<file path="config.mk">
export PLATFORM = sky130hd
export DESIGN_NAME = dtcs_top
export DESIGN_NICKNAME = d
export VERILOG_FILES = /design/src/hdl/dtcs_pkg.sv /design/src/hdl/dtcs_top.sv
export SDC_FILE = /design/constraint.sdc
export NUM_CORES = 1
export LEC_CHECK = 0
export BUFFER_PORTS_ARGS = -buffer_cell sky130_fd_sc_hd__buf_2
export CORE_MARGIN = 3
export CORE_UTILIZATION = 30
export DETAILED_ROUTE_END_ITERATION = 12
export SLEW_MARGIN = 15
export SYNTH_ARGS = -nofsm -noshare
export SYNTH_HDL_FRONTEND = slang
export SYNTH_SLANG_ARGS = --single-unit
</file>
<file path="constraint.sdc">
create_clock -name aclk -period 5 [get_ports aclk]
set_clock_uncertainty 0.1 [all_clocks]
set_input_delay 1 -clock aclk [delete_from_list [all_inputs] [get_ports aclk]]
set_output_delay 1 -clock aclk [all_outputs]
set_load 0.01 [all_outputs]
</file>
<file path="src/hdl/dtcs_pkg.sv">
// package for the transfer channel status block
`default_nettype none
package dtcs_pkg;
  localparam int unsigned DATA_W = 32;
  localparam int unsigned TR_W = 32;
  localparam logic [11:0] STATUS_OFFSET = 12'h000;
  localparam logic [11:0] CFG_OFFSET = 12'h004;
  localparam int unsigned HEAD_LSB = 11;
  localparam int unsigned ONE_BIT = 8;
  localparam int unsigned COUNT_LSB = 4;
  localparam int unsigned WSP_BIT = 2;
  localparam int unsigned SRC_BIT = 1;
  localparam int unsigned PROG_BIT = 0;
  localparam int unsigned DEPTH_LSB = 8;
  localparam logic [1:0] DEPTH_CFG_FOUR = 2'h2;
  localparam logic [2:0] FIFO_FULL_COUNT = 3'h4;
  localparam logic [1:0] RESP_OKAY = 2'h0;
  localparam logic [1:0] RESP_SLVERR = 2'h2;
  localparam logic [31:0] STATUS_RESET = 32'h0000_0100;
  localparam logic [7:0] WS_MAX = 8'hff;
  typedef struct packed {
    logic [1:0] head;
    logic [2:0] count;
    logic wsp;
    logic src;
    logic prog;
  } dtcs_status_t;
endpackage : dtcs_pkg
`default_nettype wire

</file>
<file path="src/hdl/dtcs_top.sv">
// status tracking for a transfer controller: program set, source set, destination fifo
`default_nettype none
////////////////////////////////////////////////////////////////////////////////
// Notes on behaviour
// head entry offset reported at bits 12:11
// status bit 8 always reads one
// destination request count at bits 6:4
// full means four entries at depth four
// empty fifo takes program request immediately
// partial fifo takes request only when source idle
// full fifo holds requests back
// head completion frees one entry
// pending bit while write status outstanding
// source active while servicing, else zero
// program busy zero when set accepts
// other bits zero, status writes ignored
module dtcs_top #(
  parameter int unsigned TR_W = dtcs_pkg::TR_W
) (
  input wire logic aclk, // clock
  input wire logic aresetn, // sync reset, active low
  input wire logic [11:0] s_axi_awaddr, // write address
  input wire logic s_axi_awvalid, // write address valid
  output logic s_axi_awready, // write address ready
  input wire logic [31:0] s_axi_wdata, // write data
  input wire logic [3:0] s_axi_wstrb, // write strobes
  input wire logic s_axi_wvalid, // write data valid
  output logic s_axi_wready, // write data ready
  output logic [1:0] s_axi_bresp, // write response
  output logic s_axi_bvalid, // write response valid
  input wire logic s_axi_bready, // write response ready
  input wire logic [11:0] s_axi_araddr, // read address
  input wire logic s_axi_arvalid, // read address valid
  output logic s_axi_arready, // read address ready
  output logic [31:0] s_axi_rdata, // read data
  output logic [1:0] s_axi_rresp, // read response
  output logic s_axi_rvalid, // read data valid
  input wire logic s_axi_rready, // read data ready
  input wire logic tr_valid, // channel controller writes a request
  input wire logic [TR_W-1:0] tr_data, // request payload
  output logic program_set_busy, // program set holds a request
  input wire logic src_done, // source side finished its request
  output logic source_active, // source controller busy
  output logic [TR_W-1:0] src_tr, // request in source active set
  input wire logic head_done, // request at fifo head completed
  output logic [TR_W-1:0] head_tr, // request at fifo head
  output logic head_valid, // fifo holds a request
  input wire logic wr_issue, // write command issued
  input wire logic wr_status, // write status returned
  output logic write_status_pending // writes await status
);
  ////////////////////////////////////////////////////////////////////////////
  logic [TR_W-1:0] prog_r;
  logic prog_busy_r;
  logic src_busy_r;
  logic [TR_W-1:0] src_r;
  logic [TR_W-1:0] fifo_mem [4];
  logic [1:0] head_r;
  logic [2:0] count_r;
  logic [7:0] ws_cnt_r;
  logic [1:0] dest_fifo_depth_cfg_r;
  logic fifo_full;
  logic fifo_empty;
  logic move;
  logic pop;
  logic [1:0] tail;
  dtcs_pkg::dtcs_status_t st;
  logic [31:0] status_word;

  // full only counts when depth is configured for four entries
  assign fifo_full = (count_r == dtcs_pkg::FIFO_FULL_COUNT) &&
    (dest_fifo_depth_cfg_r == dtcs_pkg::DEPTH_CFG_FOUR);
  assign fifo_empty = (count_r == 3'h0);
  // request moves into the fifo and the source set together
  // only four slots exist, so a depth code other than four cannot grow the fifo past them
  assign move = prog_busy_r && !fifo_full && (count_r != dtcs_pkg::FIFO_FULL_COUNT) &&
    (fifo_empty || !src_busy_r);
  assign pop = head_done && !fifo_empty;
  assign tail = head_r + count_r[1:0];

  always_ff @(posedge aclk)
  begin
    if (!aresetn)
    begin
      prog_busy_r <= 1'b0;
      prog_r <= '0;
    end
    else if (tr_valid && !prog_busy_r)
    begin
      prog_busy_r <= 1'b1;
      prog_r <= tr_data;
    end
    else if (move)
    begin
      prog_busy_r <= 1'b0;
    end
  end

  // source set keeps the last request after it goes idle
  always_ff @(posedge aclk)
  begin
    if (!aresetn)
    begin
      src_busy_r <= 1'b0;
      src_r <= '0;
    end
    else if (move)
    begin
      src_busy_r <= 1'b1;
      src_r <= prog_r;
    end
    else if (src_done)
    begin
      src_busy_r <= 1'b0;
    end
  end

  always_ff @(posedge aclk)
  begin
    if (move)
    begin
      fifo_mem[tail] <= prog_r;
    end
  end

  always_ff @(posedge aclk)
  begin
    if (!aresetn)
    begin
      head_r <= 2'h0;
      count_r <= 3'h0;
    end
    else
    begin
      if (pop)
      begin
        head_r <= head_r + 2'h1;
      end
      count_r <= count_r + {2'h0, move} - {2'h0, pop};
    end
  end

  // counter saturates; a write and its status in one cycle cancel
  always_ff @(posedge aclk)
  begin
    if (!aresetn)
    begin
      ws_cnt_r <= 8'h00;
    end
    else if (wr_issue && !wr_status && ws_cnt_r != dtcs_pkg::WS_MAX)
    begin
      ws_cnt_r <= ws_cnt_r + 8'h01;
    end
    else if (wr_status && !wr_issue && ws_cnt_r != 8'h00)
    begin
      ws_cnt_r <= ws_cnt_r - 8'h01;
    end
  end

  assign program_set_busy = prog_busy_r;
  assign source_active = src_busy_r;
  assign src_tr = src_r;
  assign head_tr = fifo_mem[head_r];
  assign head_valid = !fifo_empty;
  assign write_status_pending = (ws_cnt_r != 8'h00);

  always_comb
  begin
    st.head = head_r;
    st.count = count_r;
    st.wsp = write_status_pending;
    st.src = src_busy_r;
    st.prog = prog_busy_r;
    status_word = dtcs_pkg::STATUS_RESET;
    status_word[dtcs_pkg::HEAD_LSB +: 2] = st.head;
    status_word[dtcs_pkg::COUNT_LSB +: 3] = st.count;
    status_word[dtcs_pkg::WSP_BIT] = st.wsp;
    status_word[dtcs_pkg::SRC_BIT] = st.src;
    status_word[dtcs_pkg::PROG_BIT] = st.prog;
  end

  ////////////////////////////////////////////////////////////////////////////
  // axi4-lite slave: one outstanding write and one read
  logic aw_got_r;
  logic w_got_r;
  logic [11:0] awaddr_r;
  logic [31:0] wdata_r;
  logic [3:0] wstrb_r;

  assign s_axi_awready = !aw_got_r && !s_axi_bvalid;
  assign s_axi_wready = !w_got_r && !s_axi_bvalid;
  assign s_axi_arready = !s_axi_rvalid;

  always_ff @(posedge aclk)
  begin
    if (!aresetn)
    begin
      aw_got_r <= 1'b0;
      w_got_r <= 1'b0;
      awaddr_r <= 12'h000;
      wdata_r <= 32'h0000_0000;
      wstrb_r <= 4'h0;
      s_axi_bvalid <= 1'b0;
      s_axi_bresp <= dtcs_pkg::RESP_OKAY;
      dest_fifo_depth_cfg_r <= dtcs_pkg::DEPTH_CFG_FOUR;
    end
    else
    begin
      if (s_axi_awvalid && s_axi_awready)
      begin
        aw_got_r <= 1'b1;
        awaddr_r <= s_axi_awaddr;
      end
      if (s_axi_wvalid && s_axi_wready)
      begin
        w_got_r <= 1'b1;
        wdata_r <= s_axi_wdata;
        wstrb_r <= s_axi_wstrb;
      end
      if (aw_got_r && w_got_r)
      begin
        aw_got_r <= 1'b0;
        w_got_r <= 1'b0;
        s_axi_bvalid <= 1'b1;
        if (awaddr_r[11:2] == dtcs_pkg::CFG_OFFSET[11:2])
        begin
          s_axi_bresp <= dtcs_pkg::RESP_OKAY;
          if (wstrb_r[1])
          begin
            dest_fifo_depth_cfg_r <= wdata_r[dtcs_pkg::DEPTH_LSB +: 2];
          end
        end
        else if (awaddr_r[11:2] == dtcs_pkg::STATUS_OFFSET[11:2])
        begin
          s_axi_bresp <= dtcs_pkg::RESP_OKAY;
        end
        else
        begin
          s_axi_bresp <= dtcs_pkg::RESP_SLVERR;
        end
      end
      else if (s_axi_bvalid && s_axi_bready)
      begin
        s_axi_bvalid <= 1'b0;
      end
    end
  end

  always_ff @(posedge aclk)
  begin
    if (!aresetn)
    begin
      s_axi_rvalid <= 1'b0;
      s_axi_rdata <= 32'h0000_0000;
      s_axi_rresp <= dtcs_pkg::RESP_OKAY;
    end
    else if (s_axi_arvalid && s_axi_arready)
    begin
      s_axi_rvalid <= 1'b1;
      if (s_axi_araddr[11:2] == dtcs_pkg::STATUS_OFFSET[11:2])
      begin
        s_axi_rdata <= status_word;
        s_axi_rresp <= dtcs_pkg::RESP_OKAY;
      end
      else if (s_axi_araddr[11:2] == dtcs_pkg::CFG_OFFSET[11:2])
      begin
        s_axi_rdata <= {22'h0, dest_fifo_depth_cfg_r, 8'h00};
        s_axi_rresp <= dtcs_pkg::RESP_OKAY;
      end
      else
      begin
        s_axi_rdata <= 32'h0000_0000;
        s_axi_rresp <= dtcs_pkg::RESP_SLVERR;
      end
    end
    else if (s_axi_rvalid && s_axi_rready)
    begin
      s_axi_rvalid <= 1'b0;
    end
  end

  ////////////////////////////////////////////////////////////////////////////
  AST_ONE_BIT: assert property (@(posedge aclk) disable iff (!aresetn)
    status_word[8] && status_word[31:13] == '0 && status_word[10:9] == '0 &&
      !status_word[7] && !status_word[3])
    else $error("status reserved bits wrong");
  AST_COUNT_MAX: assert property (@(posedge aclk) disable iff (!aresetn)
    count_r <= 3'h4)
    else $error("fifo count above four");
  AST_FULL_HOLD: assert property (@(posedge aclk) disable iff (!aresetn)
    fifo_full && !pop |=> count_r == 3'h4)
    else $error("full fifo admitted a request");
  AST_EMPTY_MOVE: assert property (@(posedge aclk) disable iff (!aresetn)
    prog_busy_r && fifo_empty |=> !prog_busy_r && count_r == 3'h1)
    else $error("empty fifo did not take request");
  AST_SRC_BUSY_WAIT: assert property (@(posedge aclk) disable iff (!aresetn)
    prog_busy_r && !fifo_empty && src_busy_r |=> prog_busy_r)
    else $error("request moved while source busy");
  AST_POP_HEAD: assert property (@(posedge aclk) disable iff (!aresetn)
    pop |=> head_r == $past(head_r) + 2'h1)
    else $error("head did not advance");
  AST_HEAD_STILL: assert property (@(posedge aclk) disable iff (!aresetn)
    !head_done |=> $stable(head_r))
    else $error("head moved without completion");
  AST_WS_SET: assert property (@(posedge aclk) disable iff (!aresetn)
    wr_issue && !wr_status |=> write_status_pending)
    else $error("pending not set on issue");
  AST_SRC_ON: assert property (@(posedge aclk) disable iff (!aresetn)
    move |=> source_active && src_tr == $past(prog_r))
    else $error("source set not loaded");
  AST_PROG_TAKE: assert property (@(posedge aclk) disable iff (!aresetn)
    tr_valid && !prog_busy_r |=> program_set_busy)
    else $error("program set not busy after write");
  AST_WR_OK: assert property (@(posedge aclk) disable iff (!aresetn)
    aw_got_r && w_got_r && awaddr_r[11:2] == dtcs_pkg::STATUS_OFFSET[11:2]
      |=> s_axi_bvalid && s_axi_bresp == dtcs_pkg::RESP_OKAY)
    else $error("status write refused");
  COV_FULL: cover property (@(posedge aclk) disable iff (!aresetn) fifo_full);
  COV_POP_FULL: cover property (@(posedge aclk) disable iff (!aresetn) fifo_full && pop);
  COV_WS: cover property (@(posedge aclk) disable iff (!aresetn) ws_cnt_r == 8'h02);
  COV_READ: cover property (@(posedge aclk) disable iff (!aresetn)
    s_axi_rvalid && s_axi_rready);
endmodule : dtcs_top
`default_nettype wire

</file>
==> results of run 1 <==
per-layer routing:
layer  vias to the layer above  share of wire, %
li1                       2868                 -
met1                      2778                44
met2                       159                47
met3                        37               6.8
met4                         0               2.2
met5                         -                 0
area by class of cell:
class | instances | area, sq um
sequential | 240 | 6090
timing repair buffer | 158 | 821
clock buffer | 38 | 792
multi-input combinational | 447 | 2830
fill | 2924 | 18700
clock inverter | 12 | 185
tap | 390 | 488
inverter | 8 | 33.8
worst paths after layout:
kind                       start             end  slack [ns]  depth (start not counted)
setup / recovery        register     head_tr[31]        1.42                          3
hold / removal    s_axi_rdata[8]  s_axi_rdata[8]        0.35                          2
setup reg to reg      count_r[1]      count_r[2]        1.67                         11
hold reg to reg   s_axi_rdata[8]  s_axi_rdata[8]        0.35                          2
per-stage QoR:
step | cell area, sq um | utilization, % | instances | power [W]
after floorplan | 9290 | - | 755 | 0.00339
after global placement | 10300 | 34.3 | 1243 | 0.00384
after detailed placement | 10300 | 34.3 | 1243 | 0.00386
after CTS | 11200 | 37.5 | 1293 | 0.00599
after global routing | 11200 | 37.5 | 1293 | 0.00619
final | 11200 | 37.5 | 1293 | 0.00589
placed cells by master, fill, tap and decap left out, types with 5 or more instances in the layout:
| cell | count |
|---|---|
| buf_4 | 6 |
| conb_1 | 24 |
| clkbuf_8 | 5 |
| inv_1 | 6 |
| edfxtp_1 | 128 |
| a211oi_1 | 5 |
| buf_2 | 151 |
| clkbuf_16 | 28 |
| dfxtp_1 | 110 |
| a21oi_1 | 96 |
| mux4_2 | 32 |
| nand2_1 | 181 |
| nand3_1 | 5 |
| mux2i_1 | 5 |
| and2_1 | 5 |
| ha_1 | 10 |
| nor2_1 | 23 |
| xnor2_1 | 7 |
worst max-delay path: cells and delay by family (launching register included):
family | cells | cell delay, ns
DFF | 1 | 0.72
buffers and inverters | 2 | 0.63
muxes | 1 | 0.59
registers in the layout, summed over array words and instances, names as in the netlist, 3 cells and up, named ones only:
signal / count
ws_cnt_r: 8
prog_r: 32
s_axi_rdata: 10
awaddr_r: 10
fifo_mem: 128
count_r: 3
src_tr: 32
logic make-up (layout without fill, tap and decap cells):
logic type,count (synthesis),after routing,share of synthesized area [%]
buffers and inverters,68,216,4.43
XOR/XNOR,11,11,1.05
flip-flops,240,240,66.1
AO/OA/AOI/OAI,121,121,7.24
other,1,24,0.0408
AND/OR/NAND/NOR,242,242,10.9
adder cells (fa/ha/maj),12,12,1.80
multiplexers,37,37,8.38
power breakdown:
group          leakage [nW]  total [W]  internal (W)  switching, W
clock                 0.471    0.00212       0.00132      0.000801
combinational          1.62    0.00123      0.000533      0.000696
sequential             2.10    0.00254       0.00236      0.000181
==> impl_results.md, run 1 <==
- Number of global-route vias before repair: ~5,700
- Required @ worst endpoint: roughly 4 ns
- PortBufs: 151
- EDFF count, synth: approximately 130
- CP startpoint kind: register
- Layout area overhead: 22.2%
- Library cells used by synthesis: between 40 and 50
- Clk Latency, worst-skew pair: ~0.54 ns
- WL final: 21.3 mm
- Mapped Cells: 732
- Max-slew violations: 0
- Ys Warns: 0
- Final setup viols: 0
- Min Tclk post-route: between 3 and 4 ns
- Critical Path Fanout Max: 18
- Avg WL per Cell: approximately 16 um
- Core Box Area: 0.0300 sq mm
- Final GP Congestion: ~0.75
- # diodes: 0
- Sequential area share after synthesis: 66.1%
- Yosys top cell area share: a little over two fifths
- Post-cts resize count: 0
- Post-Syn Area: about 0.0092 sq mm
- Peak supply drop: about 0.22 mV
- Unrepaired setup endpoints after global routing: false
- CTS tree: yes
- Worst Path Arrival: between 2 and 2.5 ns
- TritonRoute pass-1 iters: 4
- Crit path max-delay cell type: dfxtp_2
- Clk buf depth: 3
- Final WS setup: 1.42 ns
- Site Rows: 63
- Met2 Use GR: a little over a fifth
- GRT Residual Overflow: 0
- Status: finished clean
- Hold_buf cts: 0
- Met3 Resource Use GR: roughly 3.2%
- Hold Vio Cnt, Final: 0
- Crit. End Element: primary output
- PwrDens: between 500 and 600 mW/mm^2
- GRT met1 Usage: around 16%
- Post-CTS Setup Bufs: 0
- Post-synthesis register bit count: 240
- Clk sinks: 240
- Post-synth top cells: nand2_1, edfxtp_1, dfxtp_1
- Root Buffer: clkbuf_16
- Cell taking the most area after synthesis: edfxtp_1
- Vias per cell: 4.52
- Worst path max stage delay: roughly 0.7 ns
- Async SR Flop Fraction: 0%
- Number of routed nets with antenna violations: 0
- Normalized max-slew margin: 30.6%
- Htree depth: 1
- Synth top area cells: edfxtp_1, dfxtp_1, mux4_2, nand2_1, a21oi_1
- Clk slew on worst S/H paths: about 0.06 ns
- Fmax: between 0.2 and 0.3 GHz
- Post-route clock period utilization: 71.6%
- Worst Setup Path Type: reg2out
- Via count: approximately 5,800
- GRT busiest layer: met2
- HPWL Detailed: 13.5 mm
- Initial antenna violation count: 0
- Largest net degree at the start of global routing: 51
- Leakage power: 4.19 nW
- Final routed DRC violation total: 0
- GRT Total Usage: between 10% and 20%
- First-pass GRT wire length: around 33 mm
- Layout cells sized above 1: approximately 28%
- Average size of a mapped cell: between 10 and 15 sq um
- Die extent in y: ~180 um
- Synth Flop Type: edfxtp_1
- 1st-iter DRT viols: about 320
- Most common cell in the synthesized netlist: nand2_1
- Setup WS pre-CTS: ~1.5 ns
- Initial core utilization: about 31%
- CP cell instances: buf_4 -> mux4_2 -> buf_2
- Fin Hold WS: roughly 0.35 ns
- TNS Setup: 0 ns
- Layout net count: between 900 and 1,000
- DIE WIDTH: approximately 180 um
- Min-delay worst type: reg2reg
- CTS Buf Count: 27
- Worst Tran Pin Value: about 1.0 ns
- Io pins: between 200 and 250
- Die area: roughly 0.033 sq mm
- Max-Cap Viols: 0
Note: power is estimated with default switching activity, not from simulation.
==> run 2: changes to the inputs <==
==> constraint.sdc (replaced) <==
create_clock -name aclk -period 3.4 [get_ports aclk]
set_clock_uncertainty 0.1 [all_clocks]
set_input_delay 0.68 -clock aclk [delete_from_list [all_inputs] [get_ports aclk]]
set_output_delay 0.68 -clock aclk [all_outputs]
set_load 0.01 [all_outputs]
==> run 2 against run 1 <==
Worst setup slack worse by 0.84 ns. Via count up 1.3%. Routed wire length up 0.29%. Sequential power up 44%. Cell count up 0.70%. Core utilization increased by 0.19 points. Die area stayed put. Power is 45% higher. Combinational power is 54% higher. Hold slack worse by 0.11 ns. Critical endpoint is now count_r[2]. Global-route usage is 0.073 points higher. First-iteration DRC count grew 9.7%.
==> impl_results.md, run 2 (same netlist as run 1, synthesis figures left out) <==
- Status: finished clean
- Min-delay worst type: in2reg
- Max reg flops: about 130
- Unrepaired setup endpoints after global routing: false
- Max-slew violations: 0
- Biggest register: fifo_mem
- CTS tree: yes
- Number of global-route vias before repair: between 5,000 and 6,000
- Clk sinks: 240
- Final WS setup: 0.576 ns
- Setup WS pre-CTS: around 0.54 ns
- Final setup viols: 0
- Worst Tran Pin Value: 0.924 ns
- FILL cells: 2,924
- Layout cells sized above 1: between 20 and 30%
- Register area: 0.00609 sq mm
- Post-route clock period utilization: ~83%
- CP cell instances: or3_4 -> o21ai_2 -> and2_4 -> inv_4 -> ha_1 -> inv_1 -> ha_1 -> fa_1 -> xnor2_1 -> xnor2_1 -> nor2_1
- Post-cts resize count: 0
- GRT Total Usage: between 10% and 20%
- Commonest non-fill, non-tap cells in the layout: nand2_1, buf_2, edfxtp_1, dfxtp_1, a21oi_1
- CTS Buf Count: 28
- Initial core utilization: between 30% and 40%
- CP startpoint kind: register
- Die extent in y: approximately 180 um
- Clk buf depth: 3
- Vias per cell: between 4 and 5
- HPWL Detailed: approximately 14 mm
- Final GP Congestion: between 0.7 and 0.8
- Most common cell after layout, fill and taps aside: nand2_1
- Crit. End Element: register
- Required @ worst endpoint: 3.72 ns
- Worst Setup Path Type: reg2reg
- Via count: ~5,900
- Clk Latency, worst-skew pair: ~0.53 ns
- Site Rows: 63
- Critical Path Fanout Max: 16
- Leakage power: 4.23 nW
- Initial antenna violation count: 0
- Worst Path Arrival: approximately 3.1 ns
- Clk slew on worst S/H paths: roughly 0.060 ns
- Layout net count: roughly 1,000
- Delay-heaviest family, CP: adder cells
- TNS Setup: 0 ns
- Core Box Area: ~0.030 sq mm
- Peak supply drop: between 0.3 and 0.4 mV
- Min Tclk post-route: ~2.8 ns
- Normalized max-slew margin: approximately two fifths
- First-pass GRT wire length: about 33 mm
- Die area: around 0.033 sq mm
- Layout area overhead: 22.8%
- Area of the multi-input gates: between 0.002 and 0.003 sq mm
- Htree depth: 1
- Largest net degree at the start of global routing: slightly below 80
- # diodes: 0
- Bufs and invs on worst path: 2
- Final routed DRC violation total: 0
- WL final: roughly 21 mm
- Worst path max stage delay: around 0.41 ns
- 1st-iter DRT viols: roughly 350
- Crit path max-delay cell type: or3_4
- Hold_buf cts: 0
- Post-CTS Setup Bufs: 0
- GRT Residual Overflow: 0
- Hold Vio Cnt, Final: 0
- Fmax: 0.354 GHz
- Root Buffer: clkbuf_16
- Avg WL per Cell: about 16 um
- TritonRoute pass-1 iters: 4
- PortBufs: around 150
- Number of routed nets with antenna violations: 0
- Io pins: approximately 210
- Max-Cap Viols: 0
- DIE WIDTH: 181 um
- PwrDens: roughly 760 mW/mm^2
run 2: cell count changes in the layout (fill, tap and decap cells not counted), moves of 2 or more:
cell        previous run  this run
bufinv_16              4         2
buf_4                  6        10
clkinvlp_4             3         1
clkinv_2               3         7
buf_12                 1         4
run 2: final cells by class:
type                       instances  area share (%)
inverter                           8           0.299
clock inverter                    13            1.15
sequential                       240            53.9
clock buffer                      39            7.20
timing repair buffer             165            8.06
multi-input combinational        447            25.1
tap                              390            4.32
run 2: routing by layer:
| metal | part of all wire, % | wire [um] | vias to the layer above | track usage, % |
|---|---|---|---|---|
| li1 | - | - | 2870 | - |
| met1 | 44 | 9460 | 2849 | 16.6 |
| met2 | 47 | 10000 | 172 | 21.1 |
| met3 | 6.8 | 1460 | 26 | 3.26 |
| met4 | 2.1 | 442 | 0 | 2.96 |
| met5 | 0 | 0 | - | 0 |
run 2: path summary, 6_finish.rpt:
kind | from | to | slack, ns | depth (start not counted)
worst max-delay path | count_r[1] | count_r[2] | 0.58 | 11
worst min-delay path | s_axi_rready | s_axi_rvalid | 0.24 | 2
worst max register to register | count_r[1] | count_r[2] | 0.58 | 11
worst min register to register | s_axi_rdata[4] | s_axi_rdata[4] | 0.35 | 2
run 2: where the power goes:
part           switching [W]  total [W]  internal (W)  leakage [nW]
Clock                0.00117    0.00299       0.00182         0.465
Sequential          0.000203    0.00367       0.00347          2.10
Combinational        0.00108    0.00190      0.000817          1.66
run 2: metrics by stage:
step	hold slack (ns)	cell area (sq um)	instances	total power, W	util, %
final	0.235	11300	1302	0.00856	37.7
after global routing	0.230	11300	1302	0.00903	37.7
after CTS	0.207	11300	1302	0.00871	37.7
after detailed placement	0.344	10400	1250	0.00569	34.6
after global placement	0.339	10400	1250	0.00566	34.6
after floorplan	0.336	9290	755	0.00498	-
==> run 3: changes to the inputs <==
==> constraint.sdc (replaced) <==
create_clock -name aclk -period 2.9 [get_ports aclk]
set_clock_uncertainty 0.1 [all_clocks]
set_input_delay 0.58 -clock aclk [delete_from_list [all_inputs] [get_ports aclk]]
set_output_delay 0.58 -clock aclk [all_outputs]
set_load 0.01 [all_outputs]
==> run 3 against run 2 <==
Hold slack worse by 0.098 ns. Clock-buffer cell count stayed put. Design area is 0.59% lower. Register-to-register slack worse by 0.15 ns. First-iteration DRC count is 12% lower. Worst setup slack worse by 0.29 ns. Critical path depth is 8 lower. Routed wire length is 0.72% lower. Power is 14% higher. Clock power is 7.7% higher. Sequential share of layout area is 0.32 points higher. Critical endpoint is now head_tr[1]. Largest cell class unchanged.
==> impl_results.md, run 3 (same netlist as run 1, synthesis figures left out) <==
- Min Tclk post-route: roughly 2.6 ns
- Worst Tran Pin Value: 0.569 ns
- Io pins: around 210
- Fmax: approximately 0.38 GHz
- GRT Total Usage: about an eighth
- Post-CTS Setup Bufs: 0
- First-pass GRT wire length: roughly 33 mm
- Hold Vio Cnt, Final: 0
- TritonRoute pass-1 iters: 5
- Critical Path Fanout Max: 17
- Number of routed nets with antenna violations: 0
- PortBufs: 151
- GRT Residual Overflow: 0
- Tot Pwr: 0.00975 W
- Vias per cell: roughly 4.5
- DIE WIDTH: roughly 180 um
- Worst Setup Path Type: reg2out
- CTS tree: yes
- # diodes: 0
- Final Instance Area: around 0.011 sq mm
- PwrDens: just under 900 mW/mm^2
- Avg WL per Cell: 16.3 um
- Reg2reg end: count_r[2]
- Layout net count: 1,008
- Post-route clock period utilization: 90.2%
- Final routed DRC violation total: 0
- Max-Cap Viols: 0
- Core Box Area: roughly 0.03 sq mm
- Leakage power: between 4 and 5 nW
- CP startpoint kind: register
- End point of the critical path: head_tr[1]
- Register-to-Register Setup Slack: between 0.4 and 0.5 ns
- Worst Path Arrival: 1.94 ns
- Commonest non-fill, non-tap cells in the layout: nand2_1, buf_2, edfxtp_1, dfxtp_1, a21oi_1
- Min-delay worst type: in2reg
- Cell count after placement: roughly 1,300
- Via count: 5,879
- Worst R2R Path Depth: 11
- Area after DPL: 0.0104 sq mm
- Biggest register: fifo_mem
- Unrepaired setup endpoints after global routing: false
- Final setup viols: 0
- Setup WS pre-CTS: approximately 0.43 ns
- Die extent in y: 181 um
- 1st-iter DRT viols: just over 300
- Final GP Congestion: around 0.74
- Crit. End Element: primary output
- Initial antenna violation count: 1
- Status: finished clean
- Hold_buf cts: 0
- Max-slew violations: 0
- Die area: about 0.033 sq mm
- Root Buffer: clkbuf_16
- Number of global-route vias before repair: just under 6,000
- Final WS setup: approximately 0.28 ns
- Initial core utilization: a little under a third
- Peak supply drop: ~0.45 mV
- HPWL Detailed: 13.7 mm
- Required @ worst endpoint: about 2.2 ns
- Htree depth: 1
- Layout area overhead: 22.0%
- WL final: ~21 mm
- Clk buf depth: 3
- Clk sinks: 240
- Post-cts resize count: 0
- Layout cells sized above 1: 28.0%
- Largest net degree at the start of global routing: 50
- Normalized max-slew margin: 62.0%
- Non-filler cells, final: about 1,300
- CTS Buf Count: 26
- Clk Latency, worst-skew pair: ~0.53 ns
- Max reg flops: 128
- Site Rows: 63
- TNS Setup: 0 ns
- Most common cell after layout, fill and taps aside: nand2_1
- Clk slew on worst S/H paths: 0.06 ns
- FF-to-FF Start: count_r[1]
run 3: final cells by class:
type | instances | area [sq um]
Fill cell | 2955 | 18700
Sequential cell | 240 | 6090
Tap cell | 390 | 488
Multi-Input combinational cell | 447 | 2830
Timing Repair Buffer | 169 | 941
Clock inverter | 9 | 86.3
Clock buffer | 39 | 761
Inverter | 8 | 33.8
run 3: stage by stage:
step	hold slack (ns)	util, %
floorplan	0.336	-
global placement	0.338	34.7
detailed placement	0.344	34.7
CTS	0.102	37.5
global route	0.123	37.5
finish	0.137	37.5
run 3: how the worst min path moves through the flow:
stage	start	end	slack, ns	depth (start not counted)
2_1_floorplan	awaddr_r[5]	awaddr_r[5]	0.34	2
3_5_place_dp	src_tr[2]	src_tr[2]	0.34	2
5_1_grt	s_axi_rready	s_axi_rvalid	0.12	2
3_3_place_gp	src_tr[2]	src_tr[2]	0.34	2
4_1_cts	s_axi_rready	s_axi_rvalid	0.10	2
6_report	s_axi_rready	s_axi_rvalid	0.14	2
run 3: report_power, final:
part | total (W) | switching, W | leakage, nW | internal, W
registers | 0.00430 | 0.000233 | 2.10 | 0.00407
logic | 0.00223 | 0.00126 | 1.68 | 0.000967
clock network | 0.00322 | 0.00132 | 0.413 | 0.00190
run 3: critical path, cell delays in order, from the launching register on:
cell and delay, ns:
dfxtp_2 0.33, buf_4 0.34, mux4_2 0.58, buf_2 0.16
run 3: layer usage:
| metal | global-route usage, % | vias to the layer above | wire, um |
|---|---|---|---|
| met1 | 16.4 | 2812 | 9250 |
| li1 | - | 2871 | - |
| met2 | 20.8 | 164 | 10000 |
| met4 | 2.86 | 2 | 461 |
| met3 | 3.38 | 30 | 1440 |
| met5 | 0 | - | 13 |
